**src/shared/ims_pkg.sv**
```systemverilog
// constants and types of the idle mode and wake sequencer
package ims_pkg;

	// register byte offsets
	localparam logic [7:0] REG_CTRL = 8'h00;
	localparam logic [7:0] REG_STAT = 8'h04;

	// control register fields
	localparam int CTRL_IDLE = 0;
	localparam int CTRL_CSS  = 1;
	localparam int CTRL_IFS  = 3;
	localparam int CTRL_ISRC = 6;
	localparam int CTRL_SECEN = 7;
	localparam int CTRL_GIE  = 8;
	localparam int CTRL_W    = 9;
	localparam logic [8:0] CTRL_RESET = 9'h000;

	// status register fields
	localparam int STAT_PSD  = 0;
	localparam int STAT_SEC  = 1;
	localparam int STAT_IFS  = 2;
	localparam int STAT_MODE = 4;
	localparam int STAT_CPU  = 7;
	localparam int STAT_PER  = 8;

	// timing
	localparam int CLK_PERIOD_NS = 100;
	localparam int CSD_TIME_NS   = 2000;
	localparam int STAB_TIME_NS  = 1000000;
	localparam int WDT_TIME_NS   = 4000000;
	localparam int CSD_CYCLES  = (CSD_TIME_NS + CLK_PERIOD_NS - 1) / CLK_PERIOD_NS;
	localparam int STAB_CYCLES = (STAB_TIME_NS + CLK_PERIOD_NS - 1) / CLK_PERIOD_NS;
	localparam int WDT_CYCLES  = WDT_TIME_NS / CLK_PERIOD_NS;

	// clock source selection
	localparam logic [1:0] SEL_PRI = 2'h0;
	localparam logic [1:0] SEL_SEC = 2'h1;
	localparam logic [1:0] SEL_INT = 2'h2;

	// primary oscillator types
	localparam logic [1:0] OSC_CRYSTAL  = 2'h0;
	localparam logic [1:0] OSC_XTAL_PLL = 2'h1;
	localparam logic [1:0] OSC_EXT      = 2'h2;
	localparam logic [1:0] OSC_INTERNAL = 2'h3;

	// sequencer states
	typedef enum logic [2:0] {
		ST_OST   = 3'b000,
		ST_RUN   = 3'b001,
		ST_IDLE  = 3'b010,
		ST_SLEEP = 3'b011,
		ST_WAKE  = 3'b100
	} ims_state_t;

endpackage : ims_pkg

```
**src/core/ims_sequencer.sv**
```systemverilog
// idle mode, sleep and wake sequencer with wishbone register access

module ims_sequencer #(
	parameter int IRQ_N       = 8,
	parameter int STAB_CYCLES = ims_pkg::STAB_CYCLES,
	parameter int WDT_CYCLES  = ims_pkg::WDT_CYCLES
) (
	// clock and reset
	input  wire logic             clk,
	input  wire logic             rstn,
	// wishbone slave
	input  wire logic             wb_cyc_i,
	input  wire logic             wb_stb_i,
	input  wire logic             wb_we_i,
	input  wire logic [7:0]       wb_adr_i,
	input  wire logic [3:0]       wb_sel_i,
	input  wire logic [31:0]      wb_dat_i,
	output logic      [31:0]      wb_dat_o,
	output logic                  wb_ack_o,
	// cpu core events
	input  wire logic             sleep_instr,
	input  wire logic             watchdog_clear_instr,
	input  wire logic [IRQ_N-1:0] irq_flag,
	input  wire logic [IRQ_N-1:0] irq_enable,
	// configuration fuses
	input  wire logic [1:0]       primary_osc_type,
	input  wire logic             fast_startup_en,
	input  wire logic             fail_monitor_en,
	input  wire logic             watchdog_en,
	// oscillator pins
	input  wire logic             primary_ready,
	input  wire logic             secondary_started,
	input  wire logic             clock_lost,
	// clock control
	output logic                  cpu_clk_en,
	output logic                  periph_clk_en,
	output logic      [1:0]       clk_sel,
	output logic                  primary_osc_en,
	output logic                  secondary_osc_en,
	output logic                  fast_osc_en,
	output logic                  slow_osc_en,
	// cpu control
	output logic                  irq_vector,
	output logic                  watchdog_reset
);

	localparam int CSD_W  = $clog2(ims_pkg::CSD_CYCLES + 1);
	localparam int STAB_W = $clog2(STAB_CYCLES + 1);
	localparam int WDT_W  = $clog2(WDT_CYCLES + 1);

	// clock source chosen by the select field
	function automatic logic [1:0] sel_of(input logic [1:0] css);
		sel_of = css[1] ? ims_pkg::SEL_INT : css;
	endfunction : sel_of

	ims_pkg::ims_state_t state_ff, nxt_state;
	logic [8:0]        ctrl_ff;
	logic [1:0]        sel_ff, nxt_sel;
	logic [CSD_W-1:0]  csd_cnt_ff;
	logic [STAB_W-1:0] stab_cnt_ff;
	logic [WDT_W-1:0]  wdt_cnt_ff;
	logic              psd_ff, nxt_psd;
	logic              secondary_run_ff, nxt_secondary_run;
	logic              stable_ff;
	logic              pend_ff, nxt_pend;
	logic              need_ost_ff;
	logic              from_idle_ff;
	logic              by_irq_ff;
	logic              cpu_ff, per_ff, pri_en_ff, fast_ff, slow_ff;
	logic              vec_ff, wrst_ff, ack_ff;
	logic [31:0]       dat_ff;
	logic              pri_s1, pri_s2, sec_s1, sec_s2;
	logic              lost_s1, lost_s2, lost_s3;

	// two-flop synchronisers for oscillator pins, with a third flop on clock_lost for its edge
	always_ff @(posedge clk or negedge rstn) begin
		if (!rstn) begin
			{pri_s1, pri_s2, sec_s1, sec_s2} <= 4'h0;
			{lost_s1, lost_s2, lost_s3} <= 3'h0;
		end else begin
			{pri_s1, pri_s2} <= {primary_ready, pri_s1};
			{sec_s1, sec_s2} <= {secondary_started, sec_s1};
			{lost_s1, lost_s2, lost_s3} <= {clock_lost, lost_s1, lost_s2};
		end
	end

	// control field views
	wire       idle_select     = ctrl_ff[ims_pkg::CTRL_IDLE];
	wire [1:0] clock_src_sel   = ctrl_ff[ims_pkg::CTRL_CSS +: 2];
	wire [2:0] int_freq_sel    = ctrl_ff[ims_pkg::CTRL_IFS +: 3];
	wire       int_source_sel  = ctrl_ff[ims_pkg::CTRL_ISRC];
	wire       sec_osc_enable  = ctrl_ff[ims_pkg::CTRL_SECEN];
	wire       global_irq_en   = ctrl_ff[ims_pkg::CTRL_GIE];
	wire [1:0] want_sel        = sel_of(clock_src_sel);

	// bus decode
	wire wb_req   = wb_cyc_i & wb_stb_i & ~ack_ff;
	wire hit_ctrl = wb_adr_i[7:2] == ims_pkg::REG_CTRL[7:2];
	wire hit_stat = wb_adr_i[7:2] == ims_pkg::REG_STAT[7:2];
	wire wr_ctrl  = wb_req & wb_we_i & hit_ctrl;
	wire [8:0] wr_mask = {wb_sel_i[1], {8{wb_sel_i[0]}}};
	wire [8:0] ctrl_wr = (ctrl_ff & ~wr_mask) | (wb_dat_i[8:0] & wr_mask);

	// status word
	wire [31:0] stat_word = {23'h0, per_ff, cpu_ff, state_ff, 1'b0,
		stable_ff, secondary_run_ff, psd_ff};
	wire [31:0] rd_data = hit_ctrl ? {23'h0, ctrl_ff} :
		hit_stat ? stat_word : 32'h0;

	// event decode
	wire sleeping  = state_ff == ims_pkg::ST_IDLE | state_ff == ims_pkg::ST_SLEEP;
	wire irq_hit   = |(irq_flag & irq_enable);
	wire wdt_to    = watchdog_en & (wdt_cnt_ff == WDT_W'(WDT_CYCLES - 1));
	wire wake_evt  = sleeping & (irq_hit | wdt_to);
	// wake from idle: the flag is only loaded at the wake edge, so use the state there
	wire idle_wake = state_ff == ims_pkg::ST_WAKE ? from_idle_ff :
		state_ff == ims_pkg::ST_IDLE;
	wire ost_skip  = primary_osc_type == ims_pkg::OSC_EXT |
		primary_osc_type == ims_pkg::OSC_INTERNAL;
	wire two_speed = fast_startup_en | fail_monitor_en;
	wire sec_block = idle_select & want_sel == ims_pkg::SEL_SEC & ~sec_osc_enable;
	wire go_sleep  = state_ff == ims_pkg::ST_RUN & sleep_instr & ~sec_block;
	wire fast_req  = (int_freq_sel != 3'h0) | int_source_sel;
	wire fast_on   = fast_req & nxt_state != ims_pkg::ST_SLEEP;
	wire stab_done = stab_cnt_ff == STAB_W'(STAB_CYCLES - 1);
	wire ost_exit  = state_ff == ims_pkg::ST_OST & nxt_state == ims_pkg::ST_RUN;
	wire wake_done = state_ff == ims_pkg::ST_WAKE & nxt_state == ims_pkg::ST_RUN;
	wire ifs_chg   = wr_ctrl & wb_sel_i[0] &
		wb_dat_i[ims_pkg::CTRL_IFS +: 3] != int_freq_sel &
		sel_ff == ims_pkg::SEL_INT & state_ff != ims_pkg::ST_SLEEP;
	wire wdt_clr   = sleep_instr | watchdog_clear_instr |
		(fail_monitor_en & lost_s2 & ~lost_s3) | ifs_chg | wdt_to;

	// next state of the sequencer
	always_comb begin
		nxt_state = state_ff;
		unique case (state_ff)
			ims_pkg::ST_OST: begin
				if (pri_s2 | ost_skip | two_speed)
					nxt_state = ims_pkg::ST_RUN;
			end
			ims_pkg::ST_RUN: begin
				if (go_sleep)
					nxt_state = idle_select ? ims_pkg::ST_IDLE : ims_pkg::ST_SLEEP;
			end
			ims_pkg::ST_IDLE, ims_pkg::ST_SLEEP: begin
				if (wake_evt)
					nxt_state = ims_pkg::ST_WAKE;
			end
			ims_pkg::ST_WAKE: begin
				if (csd_cnt_ff == CSD_W'(0) & (~need_ost_ff | pri_s2))
					nxt_state = ims_pkg::ST_RUN;
			end
			default: nxt_state = ims_pkg::ST_OST;
		endcase
	end

	// clock source and status bits
	always_comb begin
		nxt_sel     = sel_ff;
		nxt_psd     = psd_ff;
		nxt_secondary_run = secondary_run_ff;
		nxt_pend    = pend_ff;
		if (ost_exit) begin
			nxt_pend = two_speed & ~pri_s2 & ~ost_skip;
			nxt_sel  = nxt_pend ? ims_pkg::SEL_INT : ims_pkg::SEL_PRI;
			nxt_psd  = ~nxt_pend & primary_osc_type != ims_pkg::OSC_INTERNAL;
		end else if (state_ff == ims_pkg::ST_RUN & pend_ff & pri_s2) begin
			nxt_pend = 1'b0;
			nxt_sel  = ims_pkg::SEL_PRI;
			nxt_psd  = 1'b1;
		end
		if (go_sleep & idle_select) begin
			nxt_sel  = want_sel;
			nxt_pend = 1'b0;
			if (want_sel != ims_pkg::SEL_PRI)
				nxt_psd = 1'b0;
			nxt_secondary_run = want_sel == ims_pkg::SEL_SEC;
		end else if (go_sleep) begin
			nxt_pend    = 1'b0;
			nxt_psd     = 1'b0;
			nxt_secondary_run = 1'b0;
		end
		if (state_ff == ims_pkg::ST_SLEEP & wake_evt) begin
			nxt_sel = want_sel;
		end
		if (wake_done & ~from_idle_ff) begin
			nxt_psd     = sel_ff == ims_pkg::SEL_PRI;
			nxt_secondary_run = sel_ff == ims_pkg::SEL_SEC;
		end
	end

	// bus slave registers
	always_ff @(posedge clk or negedge rstn) begin
		if (!rstn) begin
			ack_ff  <= 1'b0;
			dat_ff  <= 32'h0;
			ctrl_ff <= ims_pkg::CTRL_RESET;
		end else begin
			ack_ff <= wb_req;
			if (wb_req)
				dat_ff <= wb_we_i ? 32'h0 : rd_data;
			if (wr_ctrl)
				ctrl_ff <= ctrl_wr;
		end
	end

	// sequencer state and status
	always_ff @(posedge clk or negedge rstn) begin
		if (!rstn) begin
			state_ff   <= ims_pkg::ST_OST;
			sel_ff     <= ims_pkg::SEL_PRI;
			psd_ff     <= 1'b0;
			secondary_run_ff <= 1'b0;
			pend_ff    <= 1'b0;
		end else begin
			state_ff   <= nxt_state;
			sel_ff     <= nxt_sel;
			psd_ff     <= nxt_psd;
			secondary_run_ff <= nxt_secondary_run;
			pend_ff    <= nxt_pend;
		end
	end

	// wake bookkeeping and cpu ready delay
	always_ff @(posedge clk or negedge rstn) begin
		if (!rstn) begin
			csd_cnt_ff   <= CSD_W'(0);
			need_ost_ff  <= 1'b0;
			from_idle_ff <= 1'b0;
			by_irq_ff    <= 1'b0;
		end else if (wake_evt) begin
			csd_cnt_ff   <= CSD_W'(ims_pkg::CSD_CYCLES - 1);
			from_idle_ff <= state_ff == ims_pkg::ST_IDLE;
			by_irq_ff    <= irq_hit;
			need_ost_ff  <= state_ff == ims_pkg::ST_SLEEP & ~ost_skip &
				want_sel == ims_pkg::SEL_PRI;
		end else if (csd_cnt_ff != CSD_W'(0)) begin
			csd_cnt_ff <= csd_cnt_ff - CSD_W'(1);
		end
	end

	// fast internal output stabilisation
	always_ff @(posedge clk or negedge rstn) begin
		if (!rstn) begin
			stab_cnt_ff <= STAB_W'(0);
			stable_ff   <= 1'b0;
		end else if (!fast_on) begin
			stab_cnt_ff <= STAB_W'(0);
			stable_ff   <= ost_exit & primary_osc_type == ims_pkg::OSC_INTERNAL;
		end else begin
			if (!stab_done)
				stab_cnt_ff <= stab_cnt_ff + STAB_W'(1);
			stable_ff <= stable_ff | stab_done |
				(ost_exit & primary_osc_type == ims_pkg::OSC_INTERNAL);
		end
	end

	// watchdog counter
	always_ff @(posedge clk or negedge rstn) begin
		if (!rstn)
			wdt_cnt_ff <= WDT_W'(0);
		else if (wdt_clr | ~watchdog_en)
			wdt_cnt_ff <= WDT_W'(0);
		else
			wdt_cnt_ff <= wdt_cnt_ff + WDT_W'(1);
	end

	// clock gating and oscillator enables
	always_ff @(posedge clk or negedge rstn) begin
		if (!rstn) begin
			cpu_ff    <= 1'b0;
			per_ff    <= 1'b0;
			pri_en_ff <= 1'b1;
			fast_ff   <= 1'b0;
			slow_ff   <= 1'b0;
		end else begin
			cpu_ff    <= nxt_state == ims_pkg::ST_RUN;
			per_ff    <= nxt_state == ims_pkg::ST_RUN |
				((nxt_state == ims_pkg::ST_IDLE |
				(nxt_state == ims_pkg::ST_WAKE & idle_wake)) &
				~(nxt_sel == ims_pkg::SEL_SEC & ~sec_s2));
			pri_en_ff <= nxt_state == ims_pkg::ST_OST | nxt_pend |
				(nxt_sel == ims_pkg::SEL_PRI & nxt_state != ims_pkg::ST_SLEEP);
			fast_ff   <= fast_on;
			slow_ff   <= watchdog_en | fail_monitor_en |
				(nxt_sel == ims_pkg::SEL_INT & nxt_state != ims_pkg::ST_SLEEP);
		end
	end

	// cpu control pulses
	always_ff @(posedge clk or negedge rstn) begin
		if (!rstn) begin
			vec_ff  <= 1'b0;
			wrst_ff <= 1'b0;
		end else begin
			vec_ff  <= wake_done & by_irq_ff & global_irq_en;
			wrst_ff <= wdt_to & state_ff == ims_pkg::ST_RUN;
		end
	end

	// output ports
	assign wb_ack_o         = ack_ff;
	assign wb_dat_o         = dat_ff;
	assign cpu_clk_en       = cpu_ff;
	assign periph_clk_en    = per_ff;
	assign clk_sel          = sel_ff;
	assign primary_osc_en   = pri_en_ff;
	assign secondary_osc_en = ctrl_ff[ims_pkg::CTRL_SECEN];
	assign fast_osc_en      = fast_ff;
	assign slow_osc_en      = slow_ff;
	assign irq_vector       = vec_ff;
	assign watchdog_reset   = wrst_ff;
endmodule : ims_sequencer

```
**config.mk**
```make
export PLATFORM = sky130hd
export DESIGN_NAME = ims_sequencer
export DESIGN_NICKNAME = d
export VERILOG_FILES = /design/src/shared/ims_pkg.sv /design/src/core/ims_sequencer.sv
export SDC_FILE = /design/constraint.sdc
export NUM_CORES = 1
export LEC_CHECK = 0
export BUFFER_PORTS_ARGS = -buffer_cell sky130_fd_sc_hd__clkbuf_2
export CAP_MARGIN = 10
export CELL_PAD_IN_SITES_DETAIL_PLACEMENT = 1
export CELL_PAD_IN_SITES_GLOBAL_PLACEMENT = 1
export CORE_MARGIN = 1.5
export CORE_UTILIZATION = 39
export CTS_CLUSTER_DIAMETER = 120
export DETAILED_ROUTE_END_ITERATION = 6
export PLACE_DENSITY_LB_ADDON = 0.1
export SLEW_MARGIN = 20
export SYNTH_ARGS = -nofsm -noshare
export SYNTH_HDL_FRONTEND = slang
export SYNTH_SLANG_ARGS = --single-unit
```
**constraint.sdc**
```tcl
create_clock -name clk -period 3.74 [get_ports clk]
set_clock_uncertainty 0.15 [all_clocks]
set_input_delay 0.561 -clock clk [delete_from_list [all_inputs] [get_ports clk]]
set_output_delay 0.561 -clock clk [all_outputs]
set_load 0.03 [all_outputs]
```
Word-level counts from Yosys, hierarchy flattened --
Index checks and enable logic that the tools add are counted.
Storage, ports and cells: register bits 103, bits of input ports 75, output and inout bits 43, logic and storage cells 180
Operators by class: $add $sub $neg 3, equality and inequality tests 22, multiplexer cells 35, bitwise gates (word level) 77, reductions and logical operators 14
Operator list (number):
- $and A1 B1 Y1 | 39
- $mux W14 | 2
- $mux W9 | 3
- $or A1 B1 Y1 | 21
- $and A9 B9 Y9 | 2
- $add A16 B1 Y16 const B | 1
- $eq A16 B16 Y1 const B | 1
- $mux W1 | 16
- $mux W16 | 1
- $add A14 B1 Y14 const B | 1
- $eq A14 B14 Y1 const B | 1
- $mux W2 | 6
- $mux W3 | 4
- $not A1 Y1 | 12
- $pmux W3 S4 | 1
- $mux W5 | 2
- $eq A3 B2 Y1 const B | 3
- $not A9 Y9 | 1
- $or A9 B9 Y9 | 1
- $and A8 B8 Y8 | 1
- $eq A2 B2 Y1 const B | 4
- $reduce_or A8 Y1 | 1
- $eq A2 B1 Y1 const B | 3
- $eq A3 B1 Y1 const B | 2
- other kinds (14) | 22

Depth between registers and ports, before layout --
depth in word-level cells 18, gate-level depth with buffers 11

Worst setup path after synthesis --
No wires, ideal clock.
kind input-to-reg, start in wb_adr_i[5], end reg wdt_cnt_ff[10], library setup time 0.132 ns, arrival time 2.419 ns, path slack 1.039 ns, cell stages on the path 8, path buffers 2, cell sequence or4_1 > nor4_1 > and3_1 > buf_2 > o311ai_0 > nand3_1 > clkbuf_1 > nor2_1
On the way: cells in the longest elaborated chain, start to end 10
RTL lines:
- start: declaration | RTL line ims_sequencer.sv:15 | input wire logic [7:0] wb_adr_i,
- $logic_not A6 Y1 | RTL line ims_sequencer.sv:98 | wire hit_ctrl = wb_adr_i[7:2] == ims_pkg::REG_CTRL[7:2];
- $and A1 B1 Y1 | RTL line ims_sequencer.sv:100 | wire wr_ctrl = wb_req & wb_we_i & hit_ctrl;
- $and A1 B1 Y1 (2 in series) | RTL line ims_sequencer.sv:128 | wire ifs_chg = wr_ctrl & wb_sel_i[0] &
- $and A1 B1 Y1 | RTL line ims_sequencer.sv:129 | wb_dat_i[ims_pkg::CTRL_IFS +: 3] != int_freq_sel &
- $and A1 B1 Y1 | RTL line ims_sequencer.sv:130 | sel_ff == ims_pkg::SEL_INT & state_ff != ims_pkg::ST_SLEEP;
- $or A1 B1 Y1 (2 in series) | RTL line ims_sequencer.sv:132 | (fail_monitor_en & lost_s2 & ~lost_s3) | ifs_chg | wdt_to;
- $or A1 B1 Y1 | RTL line ims_sequencer.sv:263 | else if (wdt_clr | ~watchdog_en)
- $mux W16 | RTL line ims_sequencer.sv:263
- end signal: assignment | RTL line ims_sequencer.sv:266 | wdt_cnt_ff <= wdt_cnt_ff + WDT_W'(1);
- end: declaration | RTL line ims_sequencer.sv:61 | logic [WDT_W-1:0] wdt_cnt_ff;
Every way passes these cells. A chain may end at the register's enable or synchronous reset.

Final worst setup path --
start reg wdt_cnt_ff[8], end reg stab_cnt_ff[3]
On the way: cells in the longest elaborated chain, start to end 9, elaborated cells between the ends (all ways) 10, those cells by class 3 x eq/ne; 3 x mux; 4 x bitwise
RTL lines:
- $eq A16 B16 Y1 * | RTL line ims_sequencer.sv:113 | wire wdt_to = watchdog_en & (wdt_cnt_ff == WDT_W'(WDT_CYCLES - 1));
- $and A1 B1 Y1 * | RTL line ims_sequencer.sv:113
- $or A1 B1 Y1 * | RTL line ims_sequencer.sv:114 | wire wake_evt = sleeping & (irq_hit | wdt_to);
- $and A1 B1 Y1 * | RTL line ims_sequencer.sv:114
- $mux W3 * | RTL line ims_sequencer.sv:147 | if (wake_evt)
- $pmux W3 S4 * | RTL line ims_sequencer.sv:137 | unique case (state_ff)
- named net nxt_state[0] | RTL line ims_sequencer.sv:56 | ims_pkg::ims_state_t state_ff, nxt_state;
- $ne A3 B2 Y1 * | RTL line ims_sequencer.sv:124 | wire fast_on = fast_req & nxt_state != ims_pkg::ST_SLEEP;
- $and A1 B1 Y1 * | RTL line ims_sequencer.sv:124
- $ne A2 B2 Y1 (no source line) / $mux W14 (equally long branches)
- end signal: assignment | RTL line ims_sequencer.sv:253 | stab_cnt_ff <= stab_cnt_ff + STAB_W'(1);
- end: declaration | RTL line ims_sequencer.sv:60 | logic [STAB_W-1:0] stab_cnt_ff;
Mark *: on every way through the listed nets, which the timed path passes. The rest lies on a longest branch.

==> out/summary.txt <==
Maximum clock rate: 0.3296 GHz
GRT Util Overall: 18.43%
Share of cells above drive strength 1: 25.98%
Slew @ Worst Pin: 0.8239 ns
Crit path max-delay cell type: or4_4
Top FF cell, synth: dfrtp_1
Core Area: 9864 um2
Number of global-route vias before repair: 3,123
Site Rows: 36
Skew-Pair Late Insertion Delay: 0.35 ns
# resized after CTS: 0
Synth async-reset ratio: 100.0%
Placed insts: 576
# DRC: 0
Worst Path Buf+Inv: 2
Delay-heaviest family, CP: simple AND/OR/NAND/NOR gates
HPWL Detailed: 6.784 mm
Crit Path Category: reg -> reg
Worst Path Required: 3.86 ns
CP Launch Type: register
RePlAce Congestion: 0.8151
Total gr overflow: 0
Worst r2r src: wdt_cnt_ff[8]$_DFF_PN0_
Overall die area: 10,860 um2
P&R area growth vs syn: 15.91%
Post-synth EDFFs: 0
# IOs: 118
Ranking of synthesized cells by area: dfrtp_1 (49%), buf_4 (4.5%), xor2_1 (4.4%)
Max-cap violations: 0
ANT cells: 0
Reg clk slew, reported paths: 0.08 ns
Commonest non-fill, non-tap cells in the layout: dfrtp_1 (79), clkbuf_2 (66), nor2_1 (44), nand2_1 (30), conb_1 (23)
H-Tree Depth: 3
PD cells: 511.9 nW/um2
Arr. time, crit path: 3.16 ns
TritonRoute pass-1 iters: 7
Clock Path Buffers: 2
CTS tree: built
Critical Path Most Common Cell: nor2_1
Crit-path cells: or4_1 > or4_4 > a21boi_1 > nor2_1 > a21oi_2 > inv_2 > nand2_2 > o41ai_4 > buf_4 > nor2_1
Largest net degree at the start of global routing: 81
Initial antenna violation count: 0
Area of the multi-input gates: 1768 um2
DRT iter0 DRCs: 118
Filler cells: 1,148
Lkg Pwr: 0.002188 uW
Cells after synthesis: 377
Sequential element share of the synthesized area: 50.14%
Wire length per cell: 15.56 um
Outcome: complete, no violations
Peak supply drop: 0.0002258 V
Cell Area, Placed: 4407 um2
Synthesized flop and latch total: 80
Fin. Hold Viols: 0
DR vias/cell: 5.042
Via count: 2,980
Final setup violation count: 0
Crit Reg-Reg Endpoint: stab_cnt_ff[3]$_DFFE_PN0P_
Num Clock Sinks: 80
# Post-CTS Setup Buffers: 0
RSZ-0062 raised after global routing: no
Worst-path maximum fanout: 9
Synth unique cells: 61
Non-filler cells, final: 591
Biggest area consumer among synthesized cells: dfrtp_1
First-pass GRT wire length: 15.83 mm
Final WL: 9.195 mm
Register area: 2003 um2
Final max-slew violation count: 0
Root Buffer: clkbuf_8
TNS Setup: 0 ns
Synthesized cell area: 3995 um2
Design Area, Final: 4631 um2
Starting Density: 40.50%
CP peak stage delay: 0.59 ns
Relative slew slack: 44.89%
Element type at the critical path end: register
Final min period: 3.034 ns
Chip height: 104.2 um
Hold Slack: 0.07480 ns
Fin nets: 533
Fin crit share: 81.12%
# hold bufs at CTS: 0
Synth top area share: 49.48%
Yosys warnings: 0
CTS buffer count: 9
Final antenna-violating net count: 0
Die Width: 104.2 um
Syn_area_per_cell: 10.60 um2
Leading cell type in the layout, fill and taps excluded: dfrtp_1
Worst hold path type: in -> async
Register-to-register setup slack: 0.71 ns
Worst reg2reg path depth: 10
Port-buffer cells: 67
[power breakdown]
group	switching, uW	leakage (uW)	internal (uW)	total, uW
registers	103	0.00106	961	1060
clock network	302	0.000112	408	710
logic	374	0.00102	222	596
[how the worst max path moves through the flow]
| stage | from | endpoint | slack (ns) | depth (start not counted) |
|---|---|---|---|---|
| floorplan | wb_adr_i[5] | wdt_cnt_ff[10]$_DFF_PN0_ | 1.04 | 8 |
| global placement | wb_adr_i[5] | wdt_cnt_ff[8]$_DFF_PN0_ | 0.72 | 7 |
| CTS | wdt_cnt_ff[8]$_DFF_PN0_ | stab_cnt_ff[3]$_DFFE_PN0P_ | 0.67 | 10 |
| global route | wdt_cnt_ff[8]$_DFF_PN0_ | stab_cnt_ff[3]$_DFFE_PN0P_ | 0.51 | 10 |
| detailed placement | wdt_cnt_ff[8]$_DFF_PN0_ | stab_cnt_ff[3]$_DFFE_PN0P_ | 0.71 | 10 |
| finish | wdt_cnt_ff[8]$_DFF_PN0_ | stab_cnt_ff[3]$_DFFE_PN0P_ | 0.71 | 10 |
[through the flow]
stage,total power (uW),utilization (%),setup slack [ns]
after global routing,2504,46.94,0.5085
after floorplan,1509,-,1.039
after CTS,2403,46.91,0.6688
final,2371,46.94,0.7060
after detailed placement,1677,44.67,0.7057
after global placement,1663,44.67,0.7234
[per-layer routing]
metal	part of all wire, %	global-route usage (%)
met3	4.0	3.885
met1	46	24.03
met5	0	0
met2	49	30.46
met4	0.87	6.250
[synthesized netlist by cell type, types with 3 or more instances]
cell type and count:
dfrtp_1 79, nor2_1 44, nand2_1 30, buf_4 24
inv_1 20, xor2_1 20, xnor2_1 14, nand3_1 10
nand4_1 10, o21ai_0 10, mux2_2 9, nor2_4 9
a222oi_1 8, a22oi_1 5, a31oi_1 5, and3_1 5
a21oi_1 4, ha_1 4, nand2b_1 4, nor2b_1 4
nor3_1 4, nor4_1 4, a211oi_1 3, clkbuf_1 3
or4_1 3
[logic make-up (layout without fill, tap and decap cells)]
kind of cell / after synthesis / after routing / share of synthesized area [%]
and+or+nand+nor: 144 / 144 / 19.86
DFF: 80 / 80 / 50.14
AOI/OAI and AO/OA: 52 / 52 / 10.49
buffers and inverters: 51 / 110 / 7.673
xor gates and xnor gates: 34 / 34 / 7.454
muxes: 11 / 11 / 3.038
adders and majority gates: 4 / 4 / 1.253
other: 1 / 23 / 0.09387
[area by class of cell]
type	count	area share (%)
inverter	21	1.702
timing repair buffer	74	8.511
sequential	80	43.26
tap	133	3.594
multi-input combinational	268	38.18
clock inverter	3	1.405
clock buffer	12	3.350
(Power assumes the default switching activity.)
